File: config.mk
export PLATFORM = sky130hd
export DESIGN_NAME = dcdi_top
export DESIGN_NICKNAME = d
export VERILOG_FILES = /design/src/hdl/dcdi_pkg.sv /design/src/hdl/dcdi_nco.sv /design/src/hdl/dcdi_top.sv
export SDC_FILE = /design/constraint.sdc
export NUM_CORES = 1
export LEC_CHECK = 0
export CORE_ASPECT_RATIO = 1.5
export CORE_UTILIZATION = 45
export DETAILED_ROUTE_END_ITERATION = 12
export DONT_BUFFER_PORTS = 1
export GPL_TIMING_DRIVEN = 0
export PLACE_DENSITY = 0.65
export SLEW_MARGIN = 20
export SYNTH_ARGS = -nofsm -noshare
export SYNTH_HDL_FRONTEND = slang
export SYNTH_SLANG_ARGS = --single-unit
File: constraint.sdc
create_clock -name clock_i -period 8.94 [get_ports clock_i]
set_input_delay 0.447 -clock clock_i [delete_from_list [all_inputs] [get_ports clock_i]]
set_output_delay 0.447 -clock clock_i [all_outputs]
set_load 0.02 [all_outputs]
File: src/hdl/dcdi_pkg.sv
// package for the dual core deep idle clock block
// assumes one 50 mhz system clock and a reference clock sampled as a pin
package dcdi_pkg;

  // ****************************************
  // timing
  // ****************************************
  localparam int unsigned CLK_FREQ_HZ  = 50_000_000;
  localparam int unsigned LOCK_TIME_US = 35;
  localparam int unsigned LOCK_CYCLES  = (LOCK_TIME_US * CLK_FREQ_HZ) / 1_000_000;
  localparam int unsigned LOCK_W       = 11;
  localparam logic [LOCK_W-1:0] LOCK_LAST = LOCK_W'(LOCK_CYCLES - 1);

  // ****************************************
  // widths and reset values
  // ****************************************
  localparam int unsigned PERIOD_W = 16;
  localparam int unsigned STEP_W   = 6;
  localparam int unsigned ACC_W    = PERIOD_W + 1;
  localparam logic [PERIOD_W-1:0] PERIOD_MAX = 16'hffff;
  localparam logic [PERIOD_W-1:0] PERIOD_RST = 16'h0000;
  localparam logic [3:0]          FACTOR_MIN = 4'h1;

  // ****************************************
  // types
  // ****************************************
  typedef enum logic {MODE_BYPASS, MODE_MULT} dcdi_mode_e;

  typedef enum logic [1:0] {ST_OFF, ST_LOCKING, ST_LOCKED} dcdi_lock_e;

  typedef struct packed {
    logic [3:0] int_part;
    logic [1:0] quarter;
  } dcdi_factor_s;

  typedef struct packed {
    logic a_deep_idle;
    logic b_deep_idle;
  } dcdi_idle_s;

endpackage

File: src/hdl/dcdi_nco.sv
// phase accumulator that emits one toggle pulse per output half period
// assumes step and limit come from logic on the same clock
`timescale 1ns/10ps
module dcdi_nco
  import dcdi_pkg::*;
(
  input  wire logic                clock_i,
  input  wire logic                rstn_i,
  input  wire logic                en_i,
  input  wire logic [STEP_W-1:0]   step_i,
  input  wire logic [ACC_W-1:0]    limit_i,
  output logic                     tick_o
);

  // ****************************************
  // accumulator
  // ****************************************
  logic [ACC_W-1:0] acc_ff;
  logic [ACC_W-1:0] nxt_acc;
  logic [ACC_W:0]   sum;
  logic             wrap;

  assign sum     = {1'b0, acc_ff} + {{(ACC_W+1-STEP_W){1'b0}}, step_i};
  assign wrap    = sum >= {1'b0, limit_i};
  assign nxt_acc = wrap ? ACC_W'(sum - {1'b0, limit_i}) : sum[ACC_W-1:0];

  always_ff @(posedge clock_i or negedge rstn_i) begin
    if (!rstn_i) begin
      acc_ff <= '0;
      tick_o <= 1'b0;
    end else if (en_i) begin
      acc_ff <= nxt_acc;
      tick_o <= wrap;
    end else begin
      acc_ff <= '0;
      tick_o <= 1'b0;
    end
  end

endmodule

File: src/hdl/dcdi_top.sv
// clock control: deep idle gating of the shared generator and the machine clock
// assumes idle pulses, wake, mode and factor come from logic on clock_i;
// the reference clock is a pin and is synchronised here
//
// Function
// - power down only when both subsystems idle
// - both idle switches generator off automatically
// - arrival order of idle requests is irrelevant
// - multiply mode scales reference by N 1..15
// - quarter, half, three quarter fractions supported
// - lock phase up to 35 us after change
// - bypass passes reference period straight through
`timescale 1ns/10ps
module dcdi_top
  import dcdi_pkg::*;
(
  input  wire logic         clock_i,
  input  wire logic         rstn_i,
  input  wire logic         reference_clock_input_i,
  input  wire dcdi_mode_e   mode_i,
  input  wire dcdi_factor_s factor_i,
  input  wire dcdi_idle_s   deep_idle_instruction_i,
  input  wire logic         wake_i,
  output logic              machine_clock_output_o,
  output logic              locked_o,
  output logic              sub_a_clk_en_o,
  output logic              sub_b_clk_en_o,
  output logic              gen_off_o
);

  // ****************************************
  // reference synchroniser and edge detect
  // ****************************************
  logic ref_meta_ff;
  logic ref_sync_ff;
  logic ref_last_ff;
  logic ref_rise;

  always_ff @(posedge clock_i or negedge rstn_i) begin
    if (!rstn_i) begin
      ref_meta_ff <= 1'b0;
      ref_sync_ff <= 1'b0;
      ref_last_ff <= 1'b0;
    end else begin
      ref_meta_ff <= reference_clock_input_i;
      ref_sync_ff <= ref_meta_ff;
      ref_last_ff <= ref_sync_ff;
    end
  end

  assign ref_rise = ref_sync_ff & ~ref_last_ff;

  // ****************************************
  // deep idle tracking
  // ****************************************
  logic a_idle_ff;
  logic b_idle_ff;
  logic nxt_a_idle;
  logic nxt_b_idle;
  logic both_idle;

  assign nxt_a_idle = deep_idle_instruction_i.a_deep_idle | (a_idle_ff & ~wake_i);
  assign nxt_b_idle = deep_idle_instruction_i.b_deep_idle | (b_idle_ff & ~wake_i);
  assign both_idle  = a_idle_ff & b_idle_ff;

  always_ff @(posedge clock_i or negedge rstn_i) begin
    if (!rstn_i) begin
      a_idle_ff <= 1'b0;
      b_idle_ff <= 1'b0;
    end else begin
      a_idle_ff <= nxt_a_idle;
      b_idle_ff <= nxt_b_idle;
    end
  end

  // ****************************************
  // clock enables and generator shutdown
  // ****************************************
  always_ff @(posedge clock_i or negedge rstn_i) begin
    if (!rstn_i) begin
      sub_a_clk_en_o <= 1'b1;
      sub_b_clk_en_o <= 1'b1;
      gen_off_o      <= 1'b0;
    end else begin
      sub_a_clk_en_o <= ~a_idle_ff;
      sub_b_clk_en_o <= ~b_idle_ff;
      gen_off_o      <= both_idle;
    end
  end

  // ****************************************
  // reference period measurement
  // ****************************************
  logic [PERIOD_W-1:0] cnt_ff;
  logic [PERIOD_W-1:0] period_ff;
  logic [PERIOD_W-1:0] nxt_cnt;
  logic [PERIOD_W-1:0] cnt_sat;

  // saturate so a slow reference never stores a zero period
  assign cnt_sat = (cnt_ff == PERIOD_MAX) ? cnt_ff : PERIOD_W'(cnt_ff + 1'b1);
  assign nxt_cnt = ref_rise ? PERIOD_RST : cnt_sat;

  always_ff @(posedge clock_i or negedge rstn_i) begin
    if (!rstn_i) begin
      cnt_ff    <= PERIOD_RST;
      period_ff <= PERIOD_RST;
    end else if (!gen_off_o) begin
      cnt_ff <= nxt_cnt;
      if (ref_rise) begin
        period_ff <= cnt_sat;
      end
    end
  end

  // ****************************************
  // multiplier factor
  // ****************************************
  logic [3:0]        int_clamped;
  logic [STEP_W-1:0] step;
  logic [ACC_W-1:0]  limit;

  assign int_clamped = (factor_i.int_part < FACTOR_MIN) ? FACTOR_MIN : factor_i.int_part;
  assign step        = {int_clamped, factor_i.quarter};
  assign limit       = {period_ff, 1'b0};

  // ****************************************
  // lock sequencing
  // ****************************************
  dcdi_lock_e          lock_st_ff;
  dcdi_lock_e          nxt_lock_st;
  logic [LOCK_W-1:0]   lock_cnt_ff;
  dcdi_factor_s        factor_last_ff;
  dcdi_mode_e          mode_last_ff;
  logic                restart;
  logic                lock_done;

  assign restart   = (factor_i != factor_last_ff) | (mode_i != mode_last_ff);
  assign lock_done = lock_cnt_ff == LOCK_LAST;

  always_comb begin
    nxt_lock_st = lock_st_ff;
    case (lock_st_ff)
      ST_OFF: begin
        if (!gen_off_o) begin
          nxt_lock_st = ST_LOCKING;
        end
      end
      ST_LOCKING: begin
        if (gen_off_o) begin
          nxt_lock_st = ST_OFF;
        end else if (lock_done && !restart) begin
          nxt_lock_st = ST_LOCKED;
        end
      end
      ST_LOCKED: begin
        if (gen_off_o) begin
          nxt_lock_st = ST_OFF;
        end else if (restart) begin
          nxt_lock_st = ST_LOCKING;
        end
      end
      default: begin
        nxt_lock_st = ST_OFF;
      end
    endcase
  end

  always_ff @(posedge clock_i or negedge rstn_i) begin
    if (!rstn_i) begin
      lock_st_ff     <= ST_OFF;
      lock_cnt_ff    <= '0;
      factor_last_ff <= '0;
      mode_last_ff   <= MODE_BYPASS;
    end else begin
      lock_st_ff     <= nxt_lock_st;
      factor_last_ff <= factor_i;
      mode_last_ff   <= mode_i;
      if (nxt_lock_st != ST_LOCKING || restart) begin
        lock_cnt_ff <= '0;
      end else if (!lock_done) begin
        lock_cnt_ff <= LOCK_W'(lock_cnt_ff + 1'b1);
      end
    end
  end

  // ****************************************
  // multiplied clock generation
  // ****************************************
  logic mult_run;
  logic tick;
  logic mult_clk_ff;

  assign mult_run = (lock_st_ff == ST_LOCKED) && (mode_i == MODE_MULT)
                  && (period_ff != PERIOD_RST);

  dcdi_nco u_nco (
    .clock_i (clock_i),
    .rstn_i  (rstn_i),
    .en_i    (mult_run),
    .step_i  (step),
    .limit_i (limit),
    .tick_o  (tick)
  );

  always_ff @(posedge clock_i or negedge rstn_i) begin
    if (!rstn_i) begin
      mult_clk_ff <= 1'b0;
    end else if (!mult_run) begin
      mult_clk_ff <= 1'b0;
    end else if (tick) begin
      mult_clk_ff <= ~mult_clk_ff;
    end
  end

  // ****************************************
  // output selection
  // ****************************************
  logic bypass_sel;
  logic nxt_mclk;
  logic nxt_locked;

  assign bypass_sel = mode_i == MODE_BYPASS;
  assign nxt_mclk   = gen_off_o  ? 1'b0
                    : bypass_sel ? ref_sync_ff : mult_clk_ff;
  assign nxt_locked = ~gen_off_o & (bypass_sel | (lock_st_ff == ST_LOCKED));

  always_ff @(posedge clock_i or negedge rstn_i) begin
    if (!rstn_i) begin
      machine_clock_output_o <= 1'b0;
      locked_o               <= 1'b0;
    end else begin
      machine_clock_output_o <= nxt_mclk;
      locked_o               <= nxt_locked;
    end
  end

endmodule

==> results.md, run 1 <==
Cells and area:
- The filler cells instantiated in the layout total 982.
- The antenna diode count is 0.
- For this run, the share of the core covered by cells in the final layout is 0.5108.
- The sequential cell area is 2029 um^2.
- The combined area of the multi-input logic cells is 2624 um^2.
- From synthesis to final layout, the design area changed by 11.00%.
- The number of nets in the finished design is 578.
- The non-filler instance count after layout is slightly below 700.
- The share of final-layout standard cells stronger than drive strength 1 is 0.05535.

Floorplan:
- From bottom edge to top edge, the die measures 129.1 um.
- For this configuration, the core starts out at a cell density of 0.4602.
- Pin placement for this block handled 18 I/O pins.
- The standard-cell row count is 46.
- Measured along the x axis, the die boundary spans 86.74 um.
- The area of the core region is around 11000 um^2.
- The die covers 11200 um^2.

CTS:
- The TritonCTS buffer count is 9.
- The number of hold buffers added after CTS was 1.
- Counting every sink on the clock net gives just over 80.
- The clock tree from TritonCTS is yes.
- The library cell used as clock root buffer is clkbuf_16.
- The CTS H-tree depth is 3.
- The source-to-sink clock delay at the later pin of the worst-skew pair is ~0.33 ns.
- Clock-pin slew was measured on the worst setup and hold paths at about 0.060 ns.
- Once the clock tree was built, the resizer swapped 0 gates to a different size.
- The maximum clock insertion buffer count is 2.
- The number of buffers added for setup after CTS is 0.

Logic synthesis:
- Counting flops with an async set or reset pin after synthesis yields a share of 1.000.
- The synthesized netlist contains 52 unique library cells.
- The synthesized netlist cell count is around 530.
- The dominant register cell in the synthesized netlist is dfrtp_1.
- The count of yosys warnings during synthesis is 0.
- After synthesis, the mean cell area works out to 9.233 um^2.
- The number of nets in the synthesized netlist is 566.
- For this run, the register share of the synthesized area comes to 0.4187.
- In this run, synthesis inferred 0 flip-flops with an integrated enable.
- Counting flops and latches in the post-synthesis netlist gives between 80 and 90.
- The mapped netlist covers 4847 um^2.

Power:
- Power spread over the standard cell area amounts to 177.0 nW/um^2.
- The share of total power dissipated in combinational logic is 0.157.
- IR analysis of the VDD net gives a maximum drop of 0.1170 mV.
- The static power due to leakage is roughly 2.3 nW.
- Power comes to 0.9525 mW.
- The internal cell power is about 0.70 mW.
- For this design the total switching power over the nets is 0.2563 mW.
- Of the total power, the share spent switching nets is 0.2691.
- The power share of the sequential group is 0.423.
- The share of total power dissipated in the clock network is 0.420.

Placement:
- The instance count after placement with tap cells included is 669.
- The post-DP HPWL is 7.842 mm.
- Port buffering added 0 buffers.
- Prior to clock tree synthesis, the placed netlist has a worst setup slack of 4.355 ns.
- The congestion estimate from routability-driven global placement came to ~0.90.

Outcome:
- The run finished with clean final reports.

Critical path:
- The required time of the worst setup path is 9.18 ns.
- The setup path with the least slack is of type flop to flop.
- Walking the worst path, the cells encountered are ha_1 > fa_1 > a211oi_1 > nor2_1 > o311a_1 > xor2_1 > ha_1 > nand4_1 > nor4_1 > o21ai_0 > o211ai_1 > a211o_1 > buf_6 > o311ai_0 > a21oi_1.
- The worst stage delay on the critical path is 0.68 ns.
- The nature of the critical path endpoint is a flop.
- The dominant cell type by count on the critical path is ha_1.
- The minimum setup slack among reg-to-reg paths is around 4.4 ns.
- The largest driver fanout on the critical path is 10.
- The count of buffering cells on the critical path with inverters included is 1.
- The critical path data arrival time is 4.73 ns.
- The critical path startpoint category is a flop.
- On the critical path, the stage with the largest delay is an instance of nor4_1.
- The dominant delay contributor by cell family on the critical path is compound AO/OA/AOI/OAI gates.

Global routing:
- In the global route stage, overall resource usage came out at 0.2040.
- In the global route stage, met3 resource usage came out at 0.02930.
- The first global-routing pass estimated 17.45 mm of wire.
- For this run, global-route usage on met2 was measured as 0.3884.
- In this run the most used layer during global routing was met2.
- In the global route stage, met1 resource usage came out at 0.2053.
- The number of antenna violations at the first check in global routing is 0.
- The total overflow reported by the global router is 0.
- The via count of the first global-routing pass is 3828.
- Entering global routing, the biggest net connects 82 pins.

STA:
- Counting I/O delays and the setup requirement, the final critical path takes 4.495 ns.
- The worst-margin pin slew is 0.6635 ns.
- The normalized max-slew margin is 0.5536.
- The final clock skew is around 0.007 ns.
- The final-report hold violation count is 0.
- The count of endpoints failing setup in the final report is 0.
- The peak clock frequency supported by timing is 222.5 MHz.
- The max-slew violation total from the final report is 0.
- Setup repair after global routing left no endpoint under its margin.
- Summed over all failing endpoints, the final setup total negative slack is 0 ns.
- The setup slack of the critical path after layout is 4.445 ns.
- The final worst-path cycle share is 0.5028.

Drt:
- The DRC violation count after routing is 0.
- Dividing the detail-routed wire length by the instance count gives 15.03 um.
- After the first detailed-routing iteration, the DRC count stood at 87.
- The residual antenna-violating net count after detailed routing is 0.
- The length of the first detailed-routing pass in iterations is 4.
- The number of vias per cell is 5.474.
- The aggregate routed wire length is about 10 mm.
- Across all layers, the routed design uses 3755 vias.

Flow run:
- The tool flagged a number of max-cap violations equal to 0.

Min path:
- The path class of the tightest hold or removal check is input pin to asynchronous set/reset pin.
[stage by stage]
step,hold WS [ns],instance area (um^2)
detailed placement,0.1537,5027
global route,0.02290,5380
floorplan,0.1514,4847
CTS,0.01948,5380
global placement,0.1536,5027
finish,0.002608,5380
[synthesized netlist by cell type, drive strengths merged (5+ instances only)]
cell | instances | area, um^2
dfrtp | 79 | 1977
nor2 | 52 | 197.7
nand2 | 39 | 146.4
o21ai | 39 | 195.2
xnor2 | 33 | 289.0
a21oi | 29 | 145.1
inv | 28 | 105.1
ha | 26 | 325.3
xor2 | 20 | 175.2
nand3 | 19 | 100.1
clkbuf | 15 | 56.30
nand4 | 12 | 75.07
and3 | 11 | 68.82
mux2i | 11 | 110.1
a211oi | 10 | 75.07
a21o | 9 | 67.56
nor3 | 9 | 45.04
nand2b | 8 | 50.05
nor4 | 8 | 56.30
and2 | 6 | 37.54
a31oi | 5 | 31.28
and4 | 5 | 43.79
o211ai | 5 | 37.54
o21a | 5 | 37.54
[routing by layer]
layer  up-vias  routed length [um]  share of wire
met5         -                   0              0
met4         0                 416          0.040
met3        29                 215          0.021
met1      1781                4013           0.39
met2        65                5664           0.55
li1       1880                   -              -
[worst paths after layout]
| check | from | endpoint | cells after the start |
|---|---|---|---|
| setup / recovery | u_nco.acc_ff[0] | u_nco.acc_ff[12] | 15 |
| hold reg to reg | ref_meta_ff | ref_sync_ff | 0 |
| setup reg to reg | u_nco.acc_ff[0] | u_nco.acc_ff[12] | 15 |
| max in group asynchronous | rstn_i | sub_a_clk_en_o | 1 |
| hold / removal | rstn_i | u_nco.acc_ff[8] | 1 |
| min in group clock_i | reference_clock_input_i | ref_meta_ff | 0 |
[power groups by stage]
stage | clock (mW) | sequential (mW) | combinational, mW
4_1_cts | 0.411 | 0.404 | 0.151
2_1_floorplan | 0 | 0.405 | 0.116
6_report | 0.400 | 0.403 | 0.149
3_5_place_dp | 0 | 0.411 | 0.141
3_3_place_gp | 0 | 0.410 | 0.137
5_1_grt | 0.423 | 0.406 | 0.168
[cell usage in the layout (no fill, tap or decap), drive strengths merged, types with 6 or more instances in the layout]
cell | synthesis | routed
a211oi | 10 | 10
a21o | 9 | 9
a21oi | 29 | 29
and2 | 6 | 6
and3 | 11 | 11
clkbuf | 15 | 24
dfrtp | 79 | 79
ha | 26 | 26
inv | 28 | 30
mux2i | 11 | 11
nand2 | 39 | 39
nand2b | 8 | 8
nand3 | 19 | 19
nand4 | 12 | 12
nor2 | 52 | 52
nor3 | 9 | 9
nor4 | 8 | 8
o21ai | 39 | 39
xnor2 | 33 | 33
xor2 | 20 | 20
[kinds of logic (layout without fill, tap and decap cells)]
family          after synthesis  after routing  share of synthesized area
buf+inv                      47             64                    0.04001
xor+xnor                     53             53                    0.09577
fa+ha+maj                    28             28                    0.07537
simple gates                184            184                     0.1908
flops                        81             81                     0.4187
mux                          11             11                    0.02272
compound gates              121            121                     0.1567
[sequential cells by signal (all words and copies together), names as in the netlist]
name,flops
period_ff,16
ref_meta_ff,1
factor_last_ff,6
locked_o,1
a_idle_ff,1
ref_last_ff,1
sub_b_clk_en_o,1
ref_sync_ff,1
cnt_ff,16
b_idle_ff,1
gen_off_o,1
u_nco.tick_o,1
u_nco.acc_ff,17
lock_cnt_ff,11
sub_a_clk_en_o,1
mode_last_ff,1
mult_clk_ff,1
machine_clock_output_o,1
lock_st_ff,2
[area by class of cell]
| class | count | share of cell area |
|---|---|---|
| buffer | 19 | 0.01651 |
| clock buffer | 9 | 0.04186 |
| clock inverter | 7 | 0.01860 |
| inverter | 28 | 0.01953 |
| multi-input combinational | 397 | 0.4877 |
| sequential | 81 | 0.3772 |
| tap | 144 | 0.03349 |
| timing repair buffer | 1 | 0.005116 |
No activity file was read; power rests on OpenSTA's default activity.
==> run 2: changes to the inputs <==
--- a/config.mk
+++ b/config.mk
@@ -10,7 +10,7 @@
 export DETAILED_ROUTE_END_ITERATION = 12
 export DONT_BUFFER_PORTS = 1
 export GPL_TIMING_DRIVEN = 0
-export PLACE_DENSITY = 0.65
+export PLACE_DENSITY = 0.67
 export SLEW_MARGIN = 20
 export SYNTH_ARGS = -nofsm -noshare
 export SYNTH_HDL_FRONTEND = slang
==> constraint.sdc (replaced) <==
create_clock -name clock_i -period 4.01 [get_ports clock_i]
set_input_delay 0.2005 -clock clock_i [delete_from_list [all_inputs] [get_ports clock_i]]
set_output_delay 0.2005 -clock clock_i [all_outputs]
set_load 0.02 [all_outputs]
==> run 2 against run 1 <==
  * Total power up 110%
  * Sequential share of layout area down 1.2 points
  * Non-clock buffer count up 17
  * Final area up 3.3%
  * Setup slack worse by 4.3 ns
  * Combinational power up 150%
  * Wire length up 3.6%
  * Die area unchanged
  * Via count up 2.7%
  * Clock power up 89%
  * Final cell count up 2.5%
  * Count of clock-buffer cells in the layout up 2
==> results.md, run 2 (same netlist as run 1, synthesis figures left out) <==
Outcome:
- Result of the run: finished clean (unchanged).

Cells and area:
- The most common library cell in the layout ignoring fill and taps was dfrtp_1 (unchanged).
- The share of final-layout standard cells stronger than drive strength 1 is 0.07156 (was 0.05535).
- The design area is 5558 um^2 (was 5380 um^2).
- Top flop regs: u_nco.acc_ff x17, cnt_ff x16, period_ff x16 (unchanged).
- The antenna diode count is 0 (unchanged).
- The final core utilization is 0.5277 (was 0.5108).
- The number of nets in the finished design is 595 (was 578).
- The register ranked first by flip-flop count was u_nco.acc_ff (unchanged).
- The layout-stage area growth over the synthesis result is 14.66% (was 11.00%).
- Most used cells in the layout excluding fill and tap cells: dfrtp_1 (79), nor2_1 (51), nand2_1 (39), o21ai_0 (38), xnor2_1 (33) (was dfrtp_1 (79), nor2_1 (51), nand2_1 (39), o21ai_0 (39), xnor2_1 (33)).
- The flip-flop count of the largest register after layout is 17 (unchanged).

Floorplan:
- The top-level port count is 18 (unchanged).
- The die outline area is 11200 um^2 (unchanged).
- The area of the core region is 10530 um^2 (unchanged).
- The chip height is 129.1 um (unchanged).
- The die span in x came to 86.74 um (unchanged).
- The standard-cell row count is 46 (unchanged).
- The initial cell density of the core came to 0.4602 (unchanged).

STA:
- The worst-margin pin slew is 0.6950 ns (was 0.6635 ns).
- The final-report hold violation count is 0 (unchanged).
- The shortest period the worst path allows is 3.831 ns (was 4.495 ns).
- The normalized max-slew margin is 0.5335 (was 0.5536).
- The max-slew violation total from the final report came to 0 (unchanged).
- The worst hold slack after final layout is 0.04035 ns (was 0.002608 ns).
- The final clock skew is 0.007528 ns (was 0.006985 ns).
- The count of endpoints failing setup in the final report is 0 (unchanged).
- The final worst-path cycle share is 0.9555 (was 0.5028).
- The peak clock frequency supported by timing came to 261.0 MHz (was 222.5 MHz).

Drt:
- The length of the first detailed-routing pass in iterations is 4 (unchanged).
- The number of vias per cell came to 5.486 (was 5.474).
- The residual antenna-violating net count after detailed routing is 0 (unchanged).
- The per-cell routed wire length is 15.19 um (was 15.03 um).
- The DRC violation count after routing is 0 (unchanged).
- The via count of the routed design is 3857 (was 3755).
- The number of DRC markers after the initial detailed-route iteration is 139 (was 87).
- The aggregate routed wire length is 10.68 mm (was 10.31 mm).

Critical path:
- The required time of the worst setup path was 4.25 ns (was 9.18 ns).
- The kind of critical path is flop to flop (unchanged).
- The critical path data arrival time is 4.08 ns (was 4.73 ns).
- The nature of the critical path endpoint is a flop (unchanged).
- The critical path startpoint category is a flop (unchanged).
- The largest driver fanout on the critical path came to 5 (was 10).

Power:
- The power density over the cells is 363.5 nW/um^2 (was 177.0 nW/um^2).
- The combinational cell fraction of total power was 0.181 (was 0.157).
- The internal cell power is 1.445 mW (was 0.6962 mW).
- The switching power of the nets is 0.5754 mW (was 0.2563 mW).
- The worst-case vdd ir drop is 0.1940 mV (was 0.1170 mV).
- The switching power as a share of total power is 0.2848 (was 0.2691).
- The part of the power in the clock network is 0.374 (was 0.420).
- The static power due to leakage was 2.387 nW (was 2.347 nW).
- The power share of the sequential group is 0.445 (was 0.423).

Global routing:
- The met3 usage is 0.04713 (was 0.02930).
- The number of antenna violations at the first check in global routing came to 0 (unchanged).
- The total routing usage reported by global routing is 0.2143 (was 0.2040).
- The largest net degree at the start of global routing is 82 (unchanged).
- The total overflow reported by the global router came to 0 (unchanged).
- The met2 track demand over resource is 0.3992 (was 0.3884).
- The met1 layer usage reported by global route is 0.2170 (was 0.2053).
- The via count of the first global-routing pass is 3977 (was 3828).
- The wire length of the first global-routing pass is 18.13 mm (was 17.45 mm).
- The global routing's busiest layer is met2 (unchanged).

CTS:
- The library cell used as clock root buffer is clkbuf_16 (unchanged).
- The CTS H-tree depth is 3 (unchanged).
- The TritonCTS buffer count is 9 (unchanged).
- The maximum clock insertion buffer count came to 2 (unchanged).
- The number of sinks driven by the clock tree is 81 (unchanged).
- The clock tree from TritonCTS is yes (unchanged).
- The clock slew seen by the registers of the worst setup and hold paths is 0.06 ns (about the same).
- The source-to-sink clock delay at the later pin of the worst-skew pair is 0.34 ns (was 0.33 ns).

Placement:
- The instance area after placement is 5027 um^2 (unchanged).
- The post-DP HPWL is 7.874 mm (was 7.842 mm).
- The number of buffers added on ports is 0 (unchanged).
- The placer's final routability congestion estimate was 0.8933 (was 0.9029).

Min path:
- The type of the tightest min-delay check is input pin to flop (was input pin to asynchronous set/reset pin).

Flow run:
- The count of maximum capacitance violations is 0 (unchanged).
run 2: changes by cell type in the layout (fill, tap and decap cells not counted), sizes merged:
| cell | change |
|---|---|
| buf | +6 |
| bufinv | -2 |
| clkbuf | +2 |
| clkinv | -3 |
| clkinvlp | +3 |
| dlygate4sd3 | +11 |
run 2: per-stage QoR:
stage               instances  setup slack (ns)  setup TNS [ns]  total power [mW]
CTS                       700           0.01877               0             2.032
detailed placement        669           -0.5209          -7.847             1.230
floorplan                 525            0.5442               0             1.162
global placement          669           -0.4719          -7.034             1.220
global route              703         -0.001982       -0.001982             2.131
finish                    703            0.1785               0             2.020
run 2: metal layers:
| layer | share of wire | routed length (um) |
|---|---|---|
| met5 | 0 | 0 |
| met4 | 0.055 | 587 |
| met3 | 0.028 | 296 |
| met2 | 0.54 | 5764 |
| met1 | 0.38 | 4031 |
run 2: power groups by stage:
stage	Sequential, mW	Combinational, mW	Clock (mW)
2_1_floorplan	0.903	0.259	0
5_1_grt	0.907	0.411	0.813
4_1_cts	0.900	0.354	0.778
6_report	0.899	0.366	0.755
3_3_place_gp	0.913	0.307	0
3_5_place_dp	0.915	0.314	0
run 2: cell type report:
cell class	instances	area, um^2
sequential	81	2029
multi-input combinational	397	2683
clock inverter	5	40.04
inverter	28	105.1
fill	962	4975
timing repair buffer	18	198.9
tap	144	180.2
clock buffer	11	232.7
buffer	19	88.84
run 2: path summary, 6_finish.rpt:
kind / start / endpoint / slack [ns] / cells after the start
max in group asynchronous: rstn_i / sub_b_clk_en_o / 3.21 / 2
min in group asynchronous: rstn_i / u_nco.acc_ff[9] / 0.46 / 2
worst min-delay path: mode_i / machine_clock_output_o / 0.04 / 2
worst min register to register: ref_meta_ff / ref_sync_ff / 0.35 / 0
worst max-delay path: u_nco.acc_ff[0] / u_nco.acc_ff[12] / 0.18 / 16
worst max register to register: u_nco.acc_ff[0] / u_nco.acc_ff[12] / 0.18 / 16
run 2: timing repair:
action	in CTS	in global routing
hold buffers	12	0
gates cloned	0	1
resized for setup	4	8
pin swaps	4	5
buffers inserted	3	2
hold endpoints to repair	92	0
endpoints found under the setup margin	17	16
run 2: critical path: stages, from the launching register on:
cell and delay (ns):
dfrtp_1 0.36, ha_1 0.20, fa_1 0.45, a211oi_2 0.26, nor2_1 0.12, o311a_4 0.40
xor2_1 0.17, ha_1 0.33, nand4_1 0.08, buf_4 0.17, nor4_4 0.27, o21ai_0 0.14
o211ai_1 0.16, a211o_4 0.18, buf_6 0.14, o311ai_0 0.13, a21oi_1 0.17
